### src/verilog/vcs_pkg.sv
/*
 package of the synthesiser register bank: offsets, reset values, field positions,
 timing counts and host-side offsets and states.
 assumes a single 20 MHz clock shared by both ends.
*/
package vcs_pkg;
  localparam int CLK_HZ = 20_000_000;
  localparam int TICK_HZ = 1_000_000;
  localparam int TICK_CYC = CLK_HZ / TICK_HZ;
  localparam int BIAS_CAL_US = 6;
  localparam int RF_SETTLE_US = 152;
  localparam int SETTLE_UNIT_SHIFT = 3;
  localparam logic [7:0] ADR_CAL_START = 8'h50;
  localparam logic [7:0] ADR_BIAS_CODE = 8'h51;
  localparam logic [7:0] ADR_RF_CODE = 8'h53;
  localparam logic [7:0] ADR_DIV_CTRL = 8'h3F;
  localparam logic [7:0] ADR_RF_STARTUP = 8'h56;
  localparam logic [7:0] ADR_IF_CODE = 8'h57;
  localparam logic [7:0] ADR_IF_REF_CNT = 8'h58;
  localparam logic [7:0] ADR_IF_SETTLE = 8'h59;
  localparam logic [7:0] ADR_IF_STARTUP = 8'h5A;
  localparam logic [7:0] ADR_BIAS_RD = 8'h5B;
  localparam logic [7:0] ADR_RF_RD = 8'h5C;
  localparam logic [7:0] ADR_IF_RD = 8'h5D;
  localparam logic [7:0] ADR_CAL_STAT = 8'h5E;
  localparam logic [7:0] ADR_DEV_STAT = 8'hC4;
  localparam logic [7:0] ADR_IRQ_EN = 8'hC5;
  localparam logic [7:0] ADR_DIV_RD = 8'hCF;
  localparam logic [7:0] RST_DIV_CTRL = 8'h00;
  localparam logic [15:0] RST_RF_STARTUP = 16'h012C;
  localparam logic [15:0] RST_IF_REF_CNT = 16'h01C2;
  localparam logic [15:0] RST_IF_SETTLE = 16'h0D0D;
  localparam logic [15:0] RST_IF_STARTUP = 16'h0145;
  localparam logic [7:0] RST_IRQ_EN = 8'h80;
  localparam logic [7:0] DIV_CTRL_MASK = 8'h37;
  localparam logic [7:0] EDGE_FALL_MASK = 8'h07;
  localparam int CAL_IF = 2;
  localparam int CAL_RF = 1;
  localparam int CAL_BIAS = 0;
  localparam logic [3:0] HOFS_CMD = 4'h0;
  localparam logic [3:0] HOFS_WDATA = 4'h4;
  localparam logic [3:0] HOFS_STAT = 4'h8;
  localparam int HCMD_WE_BIT = 8;
  localparam logic [1:0] RESP_OKAY = 2'b00;
  localparam logic [1:0] RESP_SLVERR = 2'b10;
  typedef enum logic [0:0] {VCS_H_IDLE, VCS_H_BUSY} vcs_hstate_t;
endpackage

### src/verilog/vcs_reg_if.sv
/*
 register port joining the host controller and the synthesiser register bank.
 assumes both ends run on the same clock; req holds until the one-cycle ack.
*/
interface vcs_reg_if;
  logic req;
  logic we;
  logic [7:0] addr;
  logic [15:0] wdata;
  logic [15:0] rdata;
  logic ack;
  logic interrupt_out_low;
  modport dev (input req, input we, input addr, input wdata,
    output rdata, output ack, output interrupt_out_low);
  modport host (output req, output we, output addr, output wdata,
    input rdata, input ack, input interrupt_out_low);
endinterface
### src/verilog/vcs_cal_seq.sv
/*
 one calibration sequencer: busy from start until a duration in microseconds elapses.
 assumes a one-cycle microsecond tick on the same clock.
*/
module vcs_cal_seq #(
  parameter int DW = 18
) (
  // clock and reset
  input wire logic aclk,
  input wire logic aresetn,
  // timing
  input wire logic tick,
  input wire logic [DW-1:0] dur_us,
  // control
  input wire logic start,
  output logic busy,
  output logic done
);
  logic busy_r;
  logic [DW-1:0] cnt_r;

  assign busy = busy_r;

  always_ff @(posedge aclk) begin
    if (!aresetn) begin
      busy_r <= 1'b0;
    end else if (start) begin
      busy_r <= 1'b1;
    end else if (busy_r && tick && cnt_r >= dur_us) begin
      busy_r <= 1'b0;
    end
  end

  always_ff @(posedge aclk) begin
    if (!aresetn) begin
      cnt_r <= '0;
    end else if (start) begin
      cnt_r <= '0;
    end else if (busy_r && tick) begin
      cnt_r <= cnt_r + 1'b1;
    end
  end

  always_ff @(posedge aclk) begin
    if (!aresetn) begin
      done <= 1'b0;
    end else begin
      done <= busy_r && tick && (cnt_r >= dur_us) && !start;
    end
  end
endmodule

### src/verilog/vcs_device.sv
/*
 synthesiser register bank: timing and code registers, calibration sequencers,
 divider selection and the device status with latched events and interrupt.
 assumes condition inputs arrive asynchronously and are synchronised here.
*/
module vcs_device (
  // clock and reset
  input wire logic aclk,
  input wire logic aresetn,
  // register port
  vcs_reg_if.dev rif,
  // analog conditions, asynchronous
  input wire logic clk_ready,
  input wire logic rf_cmp_hi,
  input wire logic rf_cmp_lo,
  input wire logic if_cmp_hi,
  input wire logic if_cmp_lo,
  input wire logic if_lock,
  input wire logic rf_lock,
  input wire logic rf_pll_en,
  input wire logic if_pll_en,
  // calibration results
  input wire logic [4:0] bias_code_in,
  input wire logic [8:0] rf_code_in,
  input wire logic [8:0] if_code_in,
  // divider and calibration settings out
  output logic [1:0] if_output_divide_select,
  output logic [4:0] if_divide_ratio,
  output logic [2:0] lo_divide_select,
  output logic [3:0] lo_divide_ratio,
  output logic lo_divider_off,
  output logic [15:0] if_cal_ref_count
);
  import vcs_pkg::*;

  logic [7:0] div_ctrl_r;
  logic [15:0] rf_startup_r;
  logic [15:0] if_ref_cnt_r;
  logic [15:0] if_settle_r;
  logic [15:0] if_startup_r;
  logic [7:0] irq_en_r;
  logic [4:0] bias_code_r;
  logic [8:0] rf_code_r;
  logic [8:0] if_code_r;
  logic [8:0] sync1_r;
  logic [8:0] sync2_r;
  logic [7:0] prev_r;
  logic [7:0] latch_r;
  logic [7:0] live;
  logic [7:0] evt;
  logic [7:0] stat_rd;
  logic ref_on;
  logic [4:0] tick_cnt_r;
  logic tick;
  logic ack_r;
  logic [15:0] rdata_r;
  logic take;
  logic wr;
  logic stat_clr;
  logic [2:0] start;
  logic [2:0] busy;
  logic [2:0] done;
  logic [17:0] dur [3];

  assign take = rif.req && !ack_r;
  assign wr = take && rif.we;
  assign stat_clr = take && !rif.we && rif.addr == ADR_DEV_STAT;
  assign rif.ack = ack_r;
  assign rif.rdata = rdata_r;

  // microsecond tick
  always_ff @(posedge aclk) begin
    if (!aresetn) begin
      tick_cnt_r <= '0;
    end else if (tick) begin
      tick_cnt_r <= '0;
    end else begin
      tick_cnt_r <= tick_cnt_r + 1'b1;
    end
  end
  assign tick = tick_cnt_r == 5'(TICK_CYC - 1);

  // settings registers
  always_ff @(posedge aclk) begin
    if (!aresetn) begin
      div_ctrl_r <= RST_DIV_CTRL;
      rf_startup_r <= RST_RF_STARTUP;
      if_ref_cnt_r <= RST_IF_REF_CNT;
      if_settle_r <= RST_IF_SETTLE;
      if_startup_r <= RST_IF_STARTUP;
      irq_en_r <= RST_IRQ_EN;
    end else if (wr) begin
      case (rif.addr)
        ADR_DIV_CTRL: div_ctrl_r <= rif.wdata[7:0];
        ADR_RF_STARTUP: rf_startup_r <= rif.wdata;
        ADR_IF_REF_CNT: if_ref_cnt_r <= rif.wdata;
        ADR_IF_SETTLE: if_settle_r <= rif.wdata;
        ADR_IF_STARTUP: if_startup_r <= rif.wdata;
        ADR_IRQ_EN: irq_en_r <= rif.wdata[7:0];
        default: ;
      endcase
    end
  end

  // calibration codes: written by software or loaded when a sequence ends
  always_ff @(posedge aclk) begin
    if (!aresetn) begin
      bias_code_r <= '0;
      rf_code_r <= '0;
      if_code_r <= '0;
    end else begin
      if (done[CAL_BIAS]) begin
        bias_code_r <= bias_code_in;
      end else if (wr && rif.addr == ADR_BIAS_CODE) begin
        bias_code_r <= rif.wdata[4:0];
      end
      if (done[CAL_RF]) begin
        rf_code_r <= rf_code_in;
      end else if (wr && rif.addr == ADR_RF_CODE) begin
        rf_code_r <= rif.wdata[8:0];
      end
      if (done[CAL_IF]) begin
        if_code_r <= if_code_in;
      end else if (wr && rif.addr == ADR_IF_CODE) begin
        if_code_r <= rif.wdata[8:0];
      end
    end
  end

  // calibration sequencers
  assign start = (wr && rif.addr == ADR_CAL_START) ? rif.wdata[2:0] : 3'h0;
  assign dur[CAL_BIAS] = 18'(BIAS_CAL_US);
  assign dur[CAL_RF] = 18'(rf_startup_r) + 18'(RF_SETTLE_US);
  assign dur[CAL_IF] = 18'(if_startup_r)
    + (18'(if_settle_r[15:8]) << SETTLE_UNIT_SHIFT)
    + (18'(if_settle_r[7:0]) << SETTLE_UNIT_SHIFT);

  for (genvar c = 0; c < 3; c++) begin : g_cal
    vcs_cal_seq #(.DW(18)) u_seq (
      .aclk(aclk),
      .aresetn(aresetn),
      .tick(tick),
      .dur_us(dur[c]),
      .start(start[c]),
      .busy(busy[c]),
      .done(done[c])
    );
  end

  // condition synchroniser
  always_ff @(posedge aclk) begin
    if (!aresetn) begin
      sync1_r <= '0;
      sync2_r <= '0;
    end else begin
      sync1_r <= {clk_ready, rf_cmp_hi, rf_cmp_lo, if_cmp_hi, if_cmp_lo,
        if_lock, rf_lock, rf_pll_en, if_pll_en};
      sync2_r <= sync1_r;
    end
  end

  assign ref_on = sync2_r[1] || sync2_r[0];
  assign live = ref_on ? {sync2_r[8:4], sync2_r[3] & sync2_r[2], sync2_r[3:2]} : 8'h00;
  assign evt = (live & ~prev_r & ~EDGE_FALL_MASK) | (~live & prev_r & EDGE_FALL_MASK);

  always_ff @(posedge aclk) begin
    if (!aresetn) begin
      prev_r <= '0;
    end else begin
      prev_r <= live;
    end
  end

  // status bits, live or latched
  for (genvar b = 0; b < 8; b++) begin : g_stat
    always_ff @(posedge aclk) begin
      if (!aresetn || !ref_on) begin
        latch_r[b] <= 1'b0;
      end else if (irq_en_r[b] && evt[b]) begin
        latch_r[b] <= 1'b1;
      end else if (stat_clr || !irq_en_r[b]) begin
        latch_r[b] <= 1'b0;
      end
    end
    assign stat_rd[b] = irq_en_r[b] ? latch_r[b] : live[b];
  end

  assign rif.interrupt_out_low = ~|(latch_r & irq_en_r);

  // register answer, one cycle after the request is taken
  always_ff @(posedge aclk) begin
    if (!aresetn) begin
      ack_r <= 1'b0;
    end else begin
      ack_r <= take;
    end
  end

  always_ff @(posedge aclk) begin
    if (!aresetn) begin
      rdata_r <= '0;
    end else if (take && !rif.we) begin
      case (rif.addr)
        ADR_BIAS_RD: rdata_r <= {11'h000, bias_code_r};
        ADR_RF_RD: rdata_r <= {7'h00, rf_code_r};
        ADR_IF_RD: rdata_r <= {7'h00, if_code_r};
        ADR_CAL_STAT: rdata_r <= {13'h0000, busy};
        ADR_DEV_STAT: rdata_r <= {8'h00, stat_rd};
        ADR_DIV_RD: rdata_r <= {8'h00, div_ctrl_r};
        default: rdata_r <= 16'h0000;
      endcase
    end
  end

  // divider decode
  assign if_output_divide_select = div_ctrl_r[5:4];
  assign lo_divide_select = div_ctrl_r[2:0];
  assign if_cal_ref_count = if_ref_cnt_r;

  always_comb begin
    case (div_ctrl_r[5:4])
      2'b00: if_divide_ratio = 5'h01;
      2'b01: if_divide_ratio = 5'h04;
      2'b10: if_divide_ratio = 5'h08;
      default: if_divide_ratio = 5'h10;
    endcase
  end

  always_comb begin
    lo_divider_off = 1'b0;
    case (div_ctrl_r[2:0])
      3'b111: lo_divide_ratio = 4'h8;
      3'b101: lo_divide_ratio = 4'h6;
      3'b100: lo_divide_ratio = 4'h4;
      3'b010: lo_divide_ratio = 4'h2;
      3'b001: lo_divide_ratio = 4'h1;
      default: begin
        lo_divide_ratio = 4'h0;
        lo_divider_off = 1'b1;
      end
    endcase
  end
endmodule

### src/flat_wrapper.sv
// flat-port wrapper written by rule: the top's interface ports become plain ports
module vcs_device_flat import vcs_pkg::*;
  (aclk, aresetn, clk_ready, rf_cmp_hi, rf_cmp_lo, if_cmp_hi, if_cmp_lo, if_lock, rf_lock, rf_pll_en, if_pll_en, bias_code_in, rf_code_in, if_code_in, if_output_divide_select, if_divide_ratio, lo_divide_select, lo_divide_ratio, lo_divider_off, if_cal_ref_count, rif_req, rif_we, rif_addr, rif_wdata, rif_rdata, rif_ack, rif_interrupt_out_low);
  vcs_reg_if rif_i ();
  input wire logic aclk;
  input wire logic aresetn;
  input wire logic clk_ready;
  input wire logic rf_cmp_hi;
  input wire logic rf_cmp_lo;
  input wire logic if_cmp_hi;
  input wire logic if_cmp_lo;
  input wire logic if_lock;
  input wire logic rf_lock;
  input wire logic rf_pll_en;
  input wire logic if_pll_en;
  input wire logic [4:0] bias_code_in;
  input wire logic [8:0] rf_code_in;
  input wire logic [8:0] if_code_in;
  output logic [1:0] if_output_divide_select;
  output logic [4:0] if_divide_ratio;
  output logic [2:0] lo_divide_select;
  output logic [3:0] lo_divide_ratio;
  output logic lo_divider_off;
  output logic [15:0] if_cal_ref_count;
  input wire logic [$bits(rif_i.req)-1:0] rif_req;
  input wire logic [$bits(rif_i.we)-1:0] rif_we;
  input wire logic [$bits(rif_i.addr)-1:0] rif_addr;
  input wire logic [$bits(rif_i.wdata)-1:0] rif_wdata;
  output wire logic [$bits(rif_i.rdata)-1:0] rif_rdata;
  output wire logic [$bits(rif_i.ack)-1:0] rif_ack;
  output wire logic [$bits(rif_i.interrupt_out_low)-1:0] rif_interrupt_out_low;
  assign rif_i.req = rif_req;
  assign rif_i.we = rif_we;
  assign rif_i.addr = rif_addr;
  assign rif_i.wdata = rif_wdata;
  assign rif_rdata = rif_i.rdata;
  assign rif_ack = rif_i.ack;
  assign rif_interrupt_out_low = rif_i.interrupt_out_low;
  vcs_device u_core (.aclk(aclk), .aresetn(aresetn), .rif(rif_i), .clk_ready(clk_ready), .rf_cmp_hi(rf_cmp_hi), .rf_cmp_lo(rf_cmp_lo), .if_cmp_hi(if_cmp_hi), .if_cmp_lo(if_cmp_lo), .if_lock(if_lock), .rf_lock(rf_lock), .rf_pll_en(rf_pll_en), .if_pll_en(if_pll_en), .bias_code_in(bias_code_in), .rf_code_in(rf_code_in), .if_code_in(if_code_in), .if_output_divide_select(if_output_divide_select), .if_divide_ratio(if_divide_ratio), .lo_divide_select(lo_divide_select), .lo_divide_ratio(lo_divide_ratio), .lo_divider_off(lo_divider_off), .if_cal_ref_count(if_cal_ref_count));
endmodule
### config.mk
export PLATFORM = sky130hd
export DESIGN_NAME = vcs_device_flat
export DESIGN_NICKNAME = d
export VERILOG_FILES = /design/src/verilog/vcs_pkg.sv /design/src/verilog/vcs_reg_if.sv /design/src/verilog/vcs_cal_seq.sv /design/src/verilog/vcs_device.sv /design/src/flat_wrapper.sv
export SDC_FILE = /design/constraint.sdc
export NUM_CORES = 1
export LEC_CHECK = 0
export ABC_AREA = 1
export ABC_CLOCK_PERIOD_IN_PS = 3200
export BUFFER_PORTS_ARGS = -buffer_cell sky130_fd_sc_hd__buf_2
export CAP_MARGIN = 20
export CORE_UTILIZATION = 49
export DETAILED_ROUTE_END_ITERATION = 12
export PLACE_DENSITY = 0.7
export SLEW_MARGIN = 40
export SYNTH_ARGS = -nofsm -noshare
export SYNTH_HDL_FRONTEND = slang
export SYNTH_HIERARCHICAL = 1
export SYNTH_SLANG_ARGS = --single-unit
### constraint.sdc
create_clock -name aclk -period 3.2 [get_ports aclk]
set_input_delay 0.16 -clock aclk [delete_from_list [all_inputs] [get_ports aclk]]
set_output_delay 0.16 -clock aclk [all_outputs]
set_load 0.01 [all_outputs]
======== Word level (Yosys, flattened, before mapping) ========
Index checks and enable logic that the tools add are counted.
storage, ports and cells
  bits in registers ....................... 219
  bits in latches ......................... 0
  bits in writable memories ............... 0
  memory bits (read-only) ................. 0
  bits of input ports ..................... 60
  logic and storage cells ................. 194
  memories ................................ 0
cells by class
  add/subtract/negate cells ............... 7
  multipliers ............................. 0
  div/mod/pow operators ................... 0
  $lt $le $gt $ge ......................... 3
  eq/ne operators ......................... 24
  shift-type cells ........................ 0
  mux-type cells .......................... 42
  bitwise logic cells ..................... 8
  reduce and logical (&&, ||, !) cells .... 78
operators with widths
  kind                   count
  $eq 8x7->1 const B     12
  $add 18x1->18 const B  3
  $pmux 9 s6             1
  $ge 18x18->1           2
  $mux 9                 4
  $mux 1                 31
  $reduce_bool 2->1      14
  $logic_and 1x1->1      25
  $eq 8x8->1 const B     3
  $pmux 4 s5             1
  $add 18x11->18         1
  $ge 18x3->1 const B    1
  $add 16x11->17         1
  $add 16x8->17 const B  1
  $and 8x8->8            2
  $logic_not 1->1        16
  $pmux 5 s3             1
  $reduce_and 2->1       6
  $logic_or 1x1->1       10
  $mux 5                 2
  $eq 3x3->1 const B     3
  $eq 8x6->1 const B     1
  $mux 8                 1
  $not 8->8              1
  16 further kinds       19

======== Logic depth before layout (Yosys ltp) ========
Gate-level depths: netlist (run 1).
  word-level depth ........................ 7
  mapped depth ............................ 22
  depth with buffers taken out ............ 22

======== Modules after synthesis ========
Netlist (run 1), hierarchy kept.
by module, submodules not included
  module       times used  cells each  area an instance (um2)  seq. area each (um2)
  vcs_device   1           1001        7275.7                  3042.9
  vcs_cal_seq  3           217         1498.9                  400.4

======== Worst setup path before layout (run 1) ========
OpenSTA, ideal clock, no wires.
  kind .................................... register -> register
  start ................................... reg u_core.if_settle_r[1]
  end ..................................... reg u_core.g_cal[2].u_seq.busy_r
  library setup time ...................... 0.116 ns
  arrival time ............................ 2.852 ns
  slack ................................... 0.232 ns
  cell stages (with the launch flop) ...... 21
  clock period less this slack ............ 2.968 ns
  path through ............................ dfxtp_1 fa_1 ha_1 fa_1 nand2_1 nand2_1 nand3_1 nand3_1 nand2_1 xnor2_1 inv_1 ha_1 nand2_1 nor2_1 inv_1 nor3_1 nand2_1 nand3_1 nand2_1 nand2_1 a21oi_1
RTL lines
  element                 line               text
  from (decl)             vcs_device.sv:39   logic [15:0] if_settle_r;
  from (signal assigned)  vcs_device.sv:97   ADR_IF_SETTLE: if_settle_r <= rif.wdata;
  to (signal assigned)    vcs_cal_seq.sv:26  busy_r <= 1'b0;
  to (signal assigned)    vcs_cal_seq.sv:28  busy_r <= 1'b1;
  to (signal assigned)    vcs_cal_seq.sv:30  busy_r <= 1'b0;
  to (decl)               vcs_cal_seq.sv:19  logic busy_r;

==> qor.yml, run 1 <==
worst_setup_path:
  crit_buf_inv: 1
  crit_start: "u_core/if_startup_r[4]"
  crit_family: "adder cells"
  critical_path.max_stage_delay_ns: 0.47
  cp-endpoint: "u_core/g_cal[2].u_seq/busy"
  path_max_fanout: 2
  timing.reg2reg.setup_slack_ns: 0.13
  path_depth: 19
  path_class: "reg2reg"
  ff2ff_path_depth: 19
  timing.critical_path.cells: "fa_1, ha_2, fa_2, nand2_2, nand2_2, nand2_2, o21bai_2, xor2_1, inv_1, ha_1, nand2_1, nor2_2, nand3_1, nor2_1, nor2_1, nand3_2, nand2_2, nand2_1, a21oi_1"
  reg2reg_from: "u_core/if_startup_r[4]"
  cp_data_arrival_time_ns: 3.52
  cp.required_ns: 3.65
  cp-start-kind: "register"
  cp_common_cell: "nand2_2"
  cp_slowest_cell: "fa_1"
  rr_endpoint: "u_core/g_cal[2].u_seq/busy"
  cp-end-kind: "register"
global_route:
  grt-ovfl-total: 0
  grt_usage_pct: 24.4
  antenna_found_initial: 0
  grt_max_degree: 74
  grt_pass1_wl_um: 48500
  grt_pass1_vias: 10100
clocking:
  numCtsBuffers: 24
  root_buffer: "clkbuf_16"
  worstSkewPairLatency_ns: 0.53
  tritoncts: "yes"
  cts.path.max_buffers: 3
  clock_sinks: 212
  ctsHtreeMaxLevel: 1
  clkTransAtPathRegs_ns: 0.06
pwr:
  vdd_drop_max_uv: 380
  p_per_area_nw_per_um2: 434
  p_total_uw: 6010
  leakage_uw: 0.00656
synth:
  synthTopCellsByArea: "dfxtp_1 (36%), nand2_1 (11%), inv_1 (7.3%), ha_1 (7.1%), nor2_1 (6.7%)"
  netlist_area_um2: 11800
  synth-edff-count: 0
  yosysUniqueCellTypes: 47
  ys_async_sr_fraction_pct: 0
  yosysTopAreaCell: "dfxtp_1"
  netlist.area_leader.share_pct: 36.1
  synthCells: 1652
  ys_seq_area_share_pct: 36.1
  ys_seq_elements: 212
  dominantRegCellSynth: "dfxtp_1"
  synth.avg_cell_area_um2: 7.13
  yosys_warnings: 6
floorplanning:
  die_w_um: 157
  rows: 56
  ios: 109
  coreArea_um2: 23500
  start_util_pct: 50.0
  dieArea_um2: 24600
  die-height_um: 157
timing:
  slew_violations: 0
  setup_viol: 0
  finalHoldViolations: 0
  worst-slew-pin-transition_ns: 0.776
  slew_headroom_pct: 48.1
  max_freq_ghz: 0.326
  fin_crit_sh_pct: 95.8
  fin_skew_ns: 0.0122
  fin_crit_ns: 3.07
cells_and_area:
  final_area_um2: 13800
  nets: 1920
  fillers: 2264
  diodes: 0
  layout_commonest_cell: "nand2_1"
  drive_above_1_share_pct: 14.4
  final_cell_mix: "nand2_1 (330), inv_1 (226), dfxtp_1 (210)"
  syn_to_final_growth_pct: 17.6
  fin_cells: 2121
job:
  cap_viol_max_count: 0
routing:
  wl_per_cell_um: 13.9
  drt_iter0_markers: 779
  drt_pass1_iterations: 6
  wl_um: 29600
  ant_nets: 0
  vias: 10700
  drc: 0
  via_per_inst: 5.06
placed_design:
  io_buffers: 100
  dp.cells: 2050
  placed_area_um2: 12500
  hpwl_um: 21100
  place_congestion: 0.885
min_path:
  hold_path.class: "in2reg"
outcome:
  status: "finished, final reports clean"
-- sequential cells by signal, summed over array words and instances, names as in the netlist --
| register | count |
|---|---|
| u_core/g_cal.u_seq/cnt_r | 54 |
| u_core/if_code_r | 9 |
| u_core/if_settle_r | 16 |
| u_core/rif.ack | 1 |
| u_core/sync1_r | 9 |
| u_core/rf_startup_r | 16 |
| u_core/bias_code_r | 5 |
| u_core/rif.rdata | 9 |
| u_core/g_cal.u_seq/busy | 3 |
| u_core/sync2_r | 9 |
| u_core/prev_r | 8 |
| u_core/irq_en_r | 8 |
| u_core/tick_cnt_r | 5 |
| u_core/g_cal.u_seq/done | 3 |
| u_core/if_cal_ref_count | 16 |
| u_core/latch_r | 8 |
| u_core/div_ctrl_r | 8 |
| u_core/if_startup_r | 16 |
| u_core/rf_code_r | 9 |
-- routing by layer --
metal	vias up	GRT usage, %	part of all wire [%]
li1	5546	-	-
met1	4862	31.8	46
met2	268	42.0	46
met3	52	2.86	5.0
met4	0	7.19	2.4
met5	-	0	0
-- tightest hold or removal path, stage by stage --
cell     delay [ns]
buf_2          0.07
nand2_1        0.04
o21ai_0        0.07
nand2_1        0.06
a21oi_1        0.10
-- area by class of cell --
class / count / area [um^2] / area share (%)
multi-input combinational: 1169 / 6570 / 47.4
sequential: 212 / 4250 / 30.7
inverter: 242 / 923 / 6.67
timing repair buffer: 135 / 831 / 6.00
clock buffer: 30 / 663 / 4.79
tap: 319 / 399 / 2.88
clock inverter: 14 / 215 / 1.55
-- cells in the mapped netlist (all sizes together) (5+ instances only) --
cell,number
a21oi,114
nand2,356
xor2,14
nor3,23
o21ai,119
clkbuf,20
inv,237
o211ai,19
nand3,106
nor4,5
nand4,38
buf,35
clkinv,5
ha,67
fa,9
xnor2,13
o21a,5
dfxtp,212
nor2,231
-- worst min-delay path by stage --
stage,startpoint,endpoint,slack (ns),cells past startpoint
5_1_grt,rif_wdata[3],u_core/if_startup_r[3],0.02,3
2_1_floorplan,if_pll_en,u_core/sync1_r[0],0.26,2
6_report,bias_code_in[4],u_core/bias_code_r[4],0.01,5
4_1_cts,bias_code_in[4],u_core/bias_code_r[4],0.004,5
3_3_place_gp,if_cmp_hi,u_core/sync1_r[5],0.34,3
3_5_place_dp,if_lock,u_core/sync1_r[3],0.35,3
-- per-stage QoR --
step                hold slack [ns]  TNS, ns  setup slack, ns  utilization (%)
floorplan                     0.258        0            0.232                -
global placement              0.341        0           0.0335             53.2
detailed placement            0.349  -0.0471          -0.0471             53.2
CTS                         0.00421        0           0.0390             58.1
global route                 0.0209  -0.0522          -0.0522             58.8
finish                       0.0132        0            0.135             58.8
-- power by group --
group | internal, uW | switching (uW) | total, uW
sequential | 2660 | 12.6 | 2680
combinational | 109 | 212 | 321
clock | 1880 | 1140 | 3020
total | 4650 | 1360 | 6010
-- what timing repair did --
item	CTS	global route
setup buffers	0	1
endpoints found under the hold margin	45	0
endpoints found under the setup margin	1	2
hold buffers	26	0
resized for setup	2	36
pin swaps	0	17
-- logic make-up (layout without fill, tap and decap cells) --
logic type | after synthesis | after routing | synth area share, %
XOR/XNOR | 27 | 27 | 2.01
adder cells (fa/ha/maj) | 76 | 76 | 8.65
AO/OA/AOI/OAI | 267 | 267 | 12.3
flip-flops | 212 | 212 | 36.1
other | 2 | 28 | 0.0638
AND/OR/NAND/NOR | 771 | 771 | 30.5
buffers and inverters | 297 | 421 | 10.4
Power figures use the tool's default switching activity.
==> inputs of run 2 (changes only) <==
--- a/config.mk
+++ b/config.mk
@@ -6,12 +6,12 @@
 export NUM_CORES = 1
 export LEC_CHECK = 0
 export ABC_AREA = 1
-export ABC_CLOCK_PERIOD_IN_PS = 3200
+export ABC_CLOCK_PERIOD_IN_PS = 3570
 export BUFFER_PORTS_ARGS = -buffer_cell sky130_fd_sc_hd__buf_2
 export CAP_MARGIN = 20
 export CORE_UTILIZATION = 49
 export DETAILED_ROUTE_END_ITERATION = 12
-export PLACE_DENSITY = 0.7
+export PLACE_DENSITY = 0.68
 export SLEW_MARGIN = 40
 export SYNTH_ARGS = -nofsm -noshare
 export SYNTH_HDL_FRONTEND = slang
==> constraint.sdc (replaced) <==
create_clock -name aclk -period 3.57 [get_ports aclk]
set_input_delay 0.1785 -clock aclk [delete_from_list [all_inputs] [get_ports aclk]]
set_output_delay 0.1785 -clock aclk [all_outputs]
set_load 0.01 [all_outputs]
==> qor.yml, run 2 (synthesized netlist as in run 1, its figures left out) <==
timing:
  worst-slew-pin-transition_ns: 0.803
  fin_skew_ns: 0.0190
  slew_headroom_pct: 46.2
  fin_tns_setup_ns: 0
  slew_violations: 0
  max_freq_ghz: 0.317
  worst_slack_ns: 0.412
  rsz0062_at_grt: "false"
  finalHoldViolations: 0
  setup_viol: 0
  fin_crit_sh_pct: 88.4
  fin_crit_ns: 3.16
cells_and_area:
  largest_reg_flops: 54
  layout_commonest_cell: "nand2_1"
  final_core_util_pct: 58.1
  top_register: "u_core/g_cal.u_seq/cnt_r"
  final_cell_mix: "nand2_1 (338), inv_1 (227), dfxtp_1 (212)"
  fin_cells: 2114
  drive_above_1_share_pct: 12.3
  syn_to_final_growth_pct: 16.1
  nets: 1914
routing:
  wl_um: 28800
  drt_pass1_iterations: 5
  ant_nets: 0
  vias: 10700
  wl_per_cell_um: 13.6
  drt_iter0_markers: 720
  via_per_inst: 5.04
  drc: 0
placed_design:
  post-place-ws_ns: 0.335
  hpwl_um: 20800
  io_buffers: 100
  dp.cells: 2045
  place_congestion: 0.888
worst_setup_path:
  timing.critical_path.cells: "fa_1, ha_1, fa_1, nand2_1, nand2_1, nand3_1, nand3_2, nand2_1, xnor2_1, inv_1, ha_1, nand2_1, nor2_2, inv_1, nor3_1, nand2_1, nand3_1, nand2_1, nand2_1, a21oi_1"
  crit_buf_inv: 2
  cp_common_cell: "nand2_1"
  cp_slowest_cell: "fa_1"
  cp-end-kind: "register"
  path_class: "reg2reg"
  critical_path.max_stage_delay_ns: 0.48
  cp.required_ns: 3.98
  path_max_fanout: 4
  cp-start-kind: "register"
  cp_data_arrival_time_ns: 3.57
  crit_family: "adder cells"
pwr:
  vdd_drop_max_uv: 357
  p_per_area_nw_per_um2: 398
  leakage_uw: 0.00652
global_route:
  grt-ovfl-total: 0
  grt_pass1_wl_um: 46800
  grt_usage_pct: 23.6
  grt_max_degree: 51
  grt_pass1_vias: 9687
  antenna_found_initial: 1
floorplanning:
  rows: 56
  start_util_pct: 50.0
  die-height_um: 157
  coreArea_um2: 23500
  dieArea_um2: 24600
  ios: 109
  die_w_um: 157
job:
  cap_viol_max_count: 0
clocking:
  clkTransAtPathRegs_ns: 0.06
  tritoncts: "yes"
  post_cts_buffers: 0
  numCtsBuffers: 24
  clock_sinks: 212
  cts.path.max_buffers: 3
  root_buffer: "clkbuf_16"
  ctsHtreeMaxLevel: 1
  worstSkewPairLatency_ns: 0.53
min_path:
  hold_path.class: "in2reg"
outcome:
  status: "finished, final reports clean"
run 2: what timing repair did:
| item | in CTS | in global routing |
|---|---|---|
| hold endpoints to repair | 45 | 0 |
| hold buffers | 26 | 0 |
| resized for setup | 0 | 2 |
| setup endpoints to repair | 0 | 1 |
run 2: worst paths after layout:
check | start | end | slack (ns) | cells past startpoint
worst max-delay path | u_core/if_settle_r[1] | u_core/g_cal[2].u_seq/busy | 0.41 | 20
worst min-delay path | if_code_in[4] | u_core/if_code_r[4] | 0.02 | 5
worst max register to register | u_core/if_settle_r[1] | u_core/g_cal[2].u_seq/busy | 0.41 | 20
worst min register to register | u_core/sync1_r[7] | u_core/sync2_r[7] | 0.41 | 2
run 2: metrics by stage:
stage,instance area [um^2],total power [uW],hold slack (ns)
2_1_floorplan,11900,2610,0.276
3_3_place_gp,12500,2700,0.361
4_1_cts,13700,5490,0.00151
6_report,13700,5450,0.0157
3_5_place_dp,12500,2710,0.365
5_1_grt,13700,5630,0.0364
run 2: area by class of cell:
type | instances | area, um^2
diodes | 1 | 2.50
clock buffers | 33 | 714
clock inverters | 9 | 185
fillers | 2224 | 9870
inverters | 242 | 923
multi-input cells | 1169 | 6410
flip-flops and latches | 212 | 4240
well taps | 319 | 399
repair buffers | 129 | 786
run 2: worst min-delay path, cell delays in order:
cell	delay, ns
buf_2	0.08
nand2_1	0.04
o21ai_0	0.06
nand2_1	0.05
a21oi_1	0.10
run 2: power by group:
part           switching (uW)  internal (uW)  leakage (uW)
Sequential               10.6           2390       0.00171
Clock                    1010           1760      0.000444
Combinational             188           94.8       0.00436
Total                    1210           4240       0.00652
run 2: metal layers:
| metal | vias to the layer above | GRT usage [%] | part of all wire (%) |
|---|---|---|---|
| met5 | - | 0 | 0 |
| met4 | 0 | 7.42 | 2.9 |
| met3 | 54 | 3.47 | 5.9 |
| met2 | 294 | 38.8 | 45 |
| met1 | 4788 | 31.7 | 46 |
| li1 | 5528 | - | - |
==> inputs of run 3 (changes only) <==
--- a/config.mk
+++ b/config.mk
@@ -5,7 +5,6 @@
 export SDC_FILE = /design/constraint.sdc
 export NUM_CORES = 1
 export LEC_CHECK = 0
-export ABC_AREA = 1
 export ABC_CLOCK_PERIOD_IN_PS = 3570
 export BUFFER_PORTS_ARGS = -buffer_cell sky130_fd_sc_hd__buf_2
 export CAP_MARGIN = 20
==> qor.yml, run 3 <==
worst_setup_path:
  reg2reg_from: "u_core/if_startup_r[5]"
  path_max_fanout: 4
  cp.required_ns: 3.93
  crit_start: "u_core/if_startup_r[5]"
  cp-start-kind: "register"
  ff2ff_path_depth: 14
  path_class: "reg2reg"
  cp_data_arrival_time_ns: 3.77
  cp-end-kind: "register"
clocking:
  tritoncts: "yes"
  numCtsBuffers: 24
  root_buffer: "clkbuf_16"
  worstSkewPairLatency_ns: 0.52
  clkTransAtPathRegs_ns: 0.06
  clock_sinks: 212
  ctsHtreeMaxLevel: 1
  cts.path.max_buffers: 3
synth:
  synthCells: 1278
  ys_async_sr_fraction_pct: 0
  yosys-top-cells-count: "dfxtp_1 (212), nand2_1 (178), nor2_1 (86)"
  yosys_warnings: 6
  synth-edff-count: 0
  ys_seq_area_share_pct: 38.7
  ys_seq_elements: 212
  yosysTopAreaCell: "dfxtp_1"
  netlist_area_um2: 11000
  yosysMostFrequentCell: "dfxtp_1"
  yosysUniqueCellTypes: 60
  dominantRegCellSynth: "dfxtp_1"
  synthTopCellsByArea: "dfxtp_1 (39%), ha_1 (7.6%), nand2_1 (6.1%), mux2i_1 (4.9%), a21oi_1 (3.3%)"
  synth.avg_cell_area_um2: 8.58
  netlist.area_leader.share_pct: 38.7
timing:
  slew_violations: 0
  worst-slew-pin-transition_ns: 0.803
  fin_crit_ns: 3.41
  setup_viol: 0
  fin_crit_sh_pct: 95.5
  slew_headroom_pct: 46.4
  finalHoldViolations: 0
  fin_skew_ns: 0.0202
  fin_tns_setup_ns: 0
  max_freq_ghz: 0.293
outcome:
  status: "finished, final reports clean"
routing:
  wl_per_cell_um: 15.0
  ant_nets: 0
  drt_iter0_markers: 515
  via_per_inst: 5.27
  wl_um: 25800
  drt_pass1_iterations: 5
  vias: 9035
  drc: 0
cells_and_area:
  syn_to_final_growth_pct: 19.1
  largest_reg_flops: 54
  layout_commonest_cell: "dfxtp_1"
  diodes: 0
  top_register: "u_core/g_cal.u_seq/cnt_r"
  drive_above_1_share_pct: 13.5
  nets: 1553
  fillers: 1984
  final_area_um2: 13100
  final_cell_mix: "dfxtp_1 (212), nand2_1 (178), buf_2 (99)"
global_route:
  grt_max_degree: 98
  antenna_found_initial: 0
  grt_pass1_vias: 8249
  busiest_layer: "met2"
  grtUsageMet2_pct: 36.3
  grt_usage_pct: 22.5
  grt-ovfl-total: 0
  met3_usage_pct: 2.60
  grt_pass1_wl_um: 41400
  grtUsageMet1_pct: 31.9
floorplanning:
  coreArea_um2: 21900
  rows: 54
  ios: 109
  die_w_um: 152
  die-height_um: 152
  dieArea_um2: 23000
  start_util_pct: 50.1
job:
  cap_viol_max_count: 0
placed_design:
  place_congestion: 0.834
  io_buffers: 100
  hpwl_um: 18000
  placed_area_um2: 11700
pwr:
  p_per_area_nw_per_um2: 418
  vdd_drop_max_uv: 394
  leakage_uw: 0.00529
min_path:
  hp-start: "if_code_in[1]"
  hold_path_depth: 3
  hold_path.class: "in2reg"
## run 3: cell count changes after synthesis, sizes merged, moves of 47 or more
cell | previous run | this run
o21ai | 119 | 72
nor2 | 231 | 94
nand3 | 106 | 51
inv | 237 | 71
mux2i | 0 | 54
nand2 | 356 | 179
## run 3: area by class of cell
| class | instances | area, um^2 | area share, % |
|---|---|---|---|
| clock inverter | 10 | 214 | 1.64 |
| clock buffer | 34 | 708 | 5.43 |
| timing repair buffer | 149 | 978 | 7.50 |
| sequential | 212 | 4240 | 32.5 |
| inverter | 72 | 270 | 2.07 |
| multi-input combinational | 958 | 6290 | 48.2 |
| tap | 280 | 350 | 2.68 |
## run 3: logic make-up after synthesis
| group | after synthesis | share of synthesized area, % |
|---|---|---|
| and+or+nand+nor | 500 | 23.3 |
| AOI/OAI and AO/OA | 232 | 12.7 |
| DFF | 212 | 38.7 |
| buffers and inverters | 134 | 5.47 |
| adders and majority gates | 76 | 9.29 |
| xor gates and xnor gates | 66 | 5.27 |
| muxes | 56 | 5.14 |
| other | 2 | 0.0685 |
## run 3: final timing paths
check	endpoint	slack (ns)
worst max register to register	u_core/g_cal[2].u_seq/done	0.16
worst max-delay path	u_core/g_cal[2].u_seq/done	0.16
worst min register to register	u_core/sync2_r[8]	0.43
worst min-delay path	u_core/if_code_r[1]	0.03
## run 3: repair_timing
item                                    CTS  global route
pin swaps                                 0             5
hold endpoints to repair                 52             0
hold buffers                             38             0
endpoints found under the setup margin    1             2
buffers inserted                          0             2
resized for setup                         2             7
gates cloned                              0             0
## run 3: metrics by stage
stage | total power (uW) | utilization, % | std cells | hold slack, ns | setup slack [ns]
6_report | 5460 | 59.6 | 1715 | 0.0277 | 0.162
5_1_grt | 5650 | 59.6 | 1715 | 0.0550 | -0.00660
4_1_cts | 5510 | 59.4 | 1713 | 0.00138 | 0.00412
3_5_place_dp | 2680 | 53.4 | 1631 | 0.387 | -0.0301
3_3_place_gp | 2670 | 53.3 | 1631 | 0.383 | 0.0367
2_1_floorplan | 2590 | - | 1304 | 0.302 | 0.149
## run 3: power breakdown
group	total (uW)	internal, uW	leakage [uW]	switching (uW)
combinational	257	107	0.00312	151
sequential	2400	2390	0.00171	14.5
clock	2800	1810	0.000449	983
total	5460	4310	0.00529	1150
## run 3: critical path, stage by stage, from the launching register on
cell and delay [ns]:
dfxtp_1 0.33, fa_1 0.51, ha_1 0.30, a21oi_1 0.13, nor2b_1 0.08, a311o_1 0.38, a221oi_2 0.28, xnor2_1 0.15
inv_1 0.09, ha_4 0.25, nand4_1 0.08, nor2_1 0.06, a21o_1 0.15, a311o_1 0.33, nor3b_1 0.15
## run 3: layer usage
metal | vias up | share of wire, %
met2 | 181 | 46
met1 | 4215 | 48
met4 | 0 | 1.8
met3 | 37 | 4.2
li1 | 4602 | -
met5 | - | 0
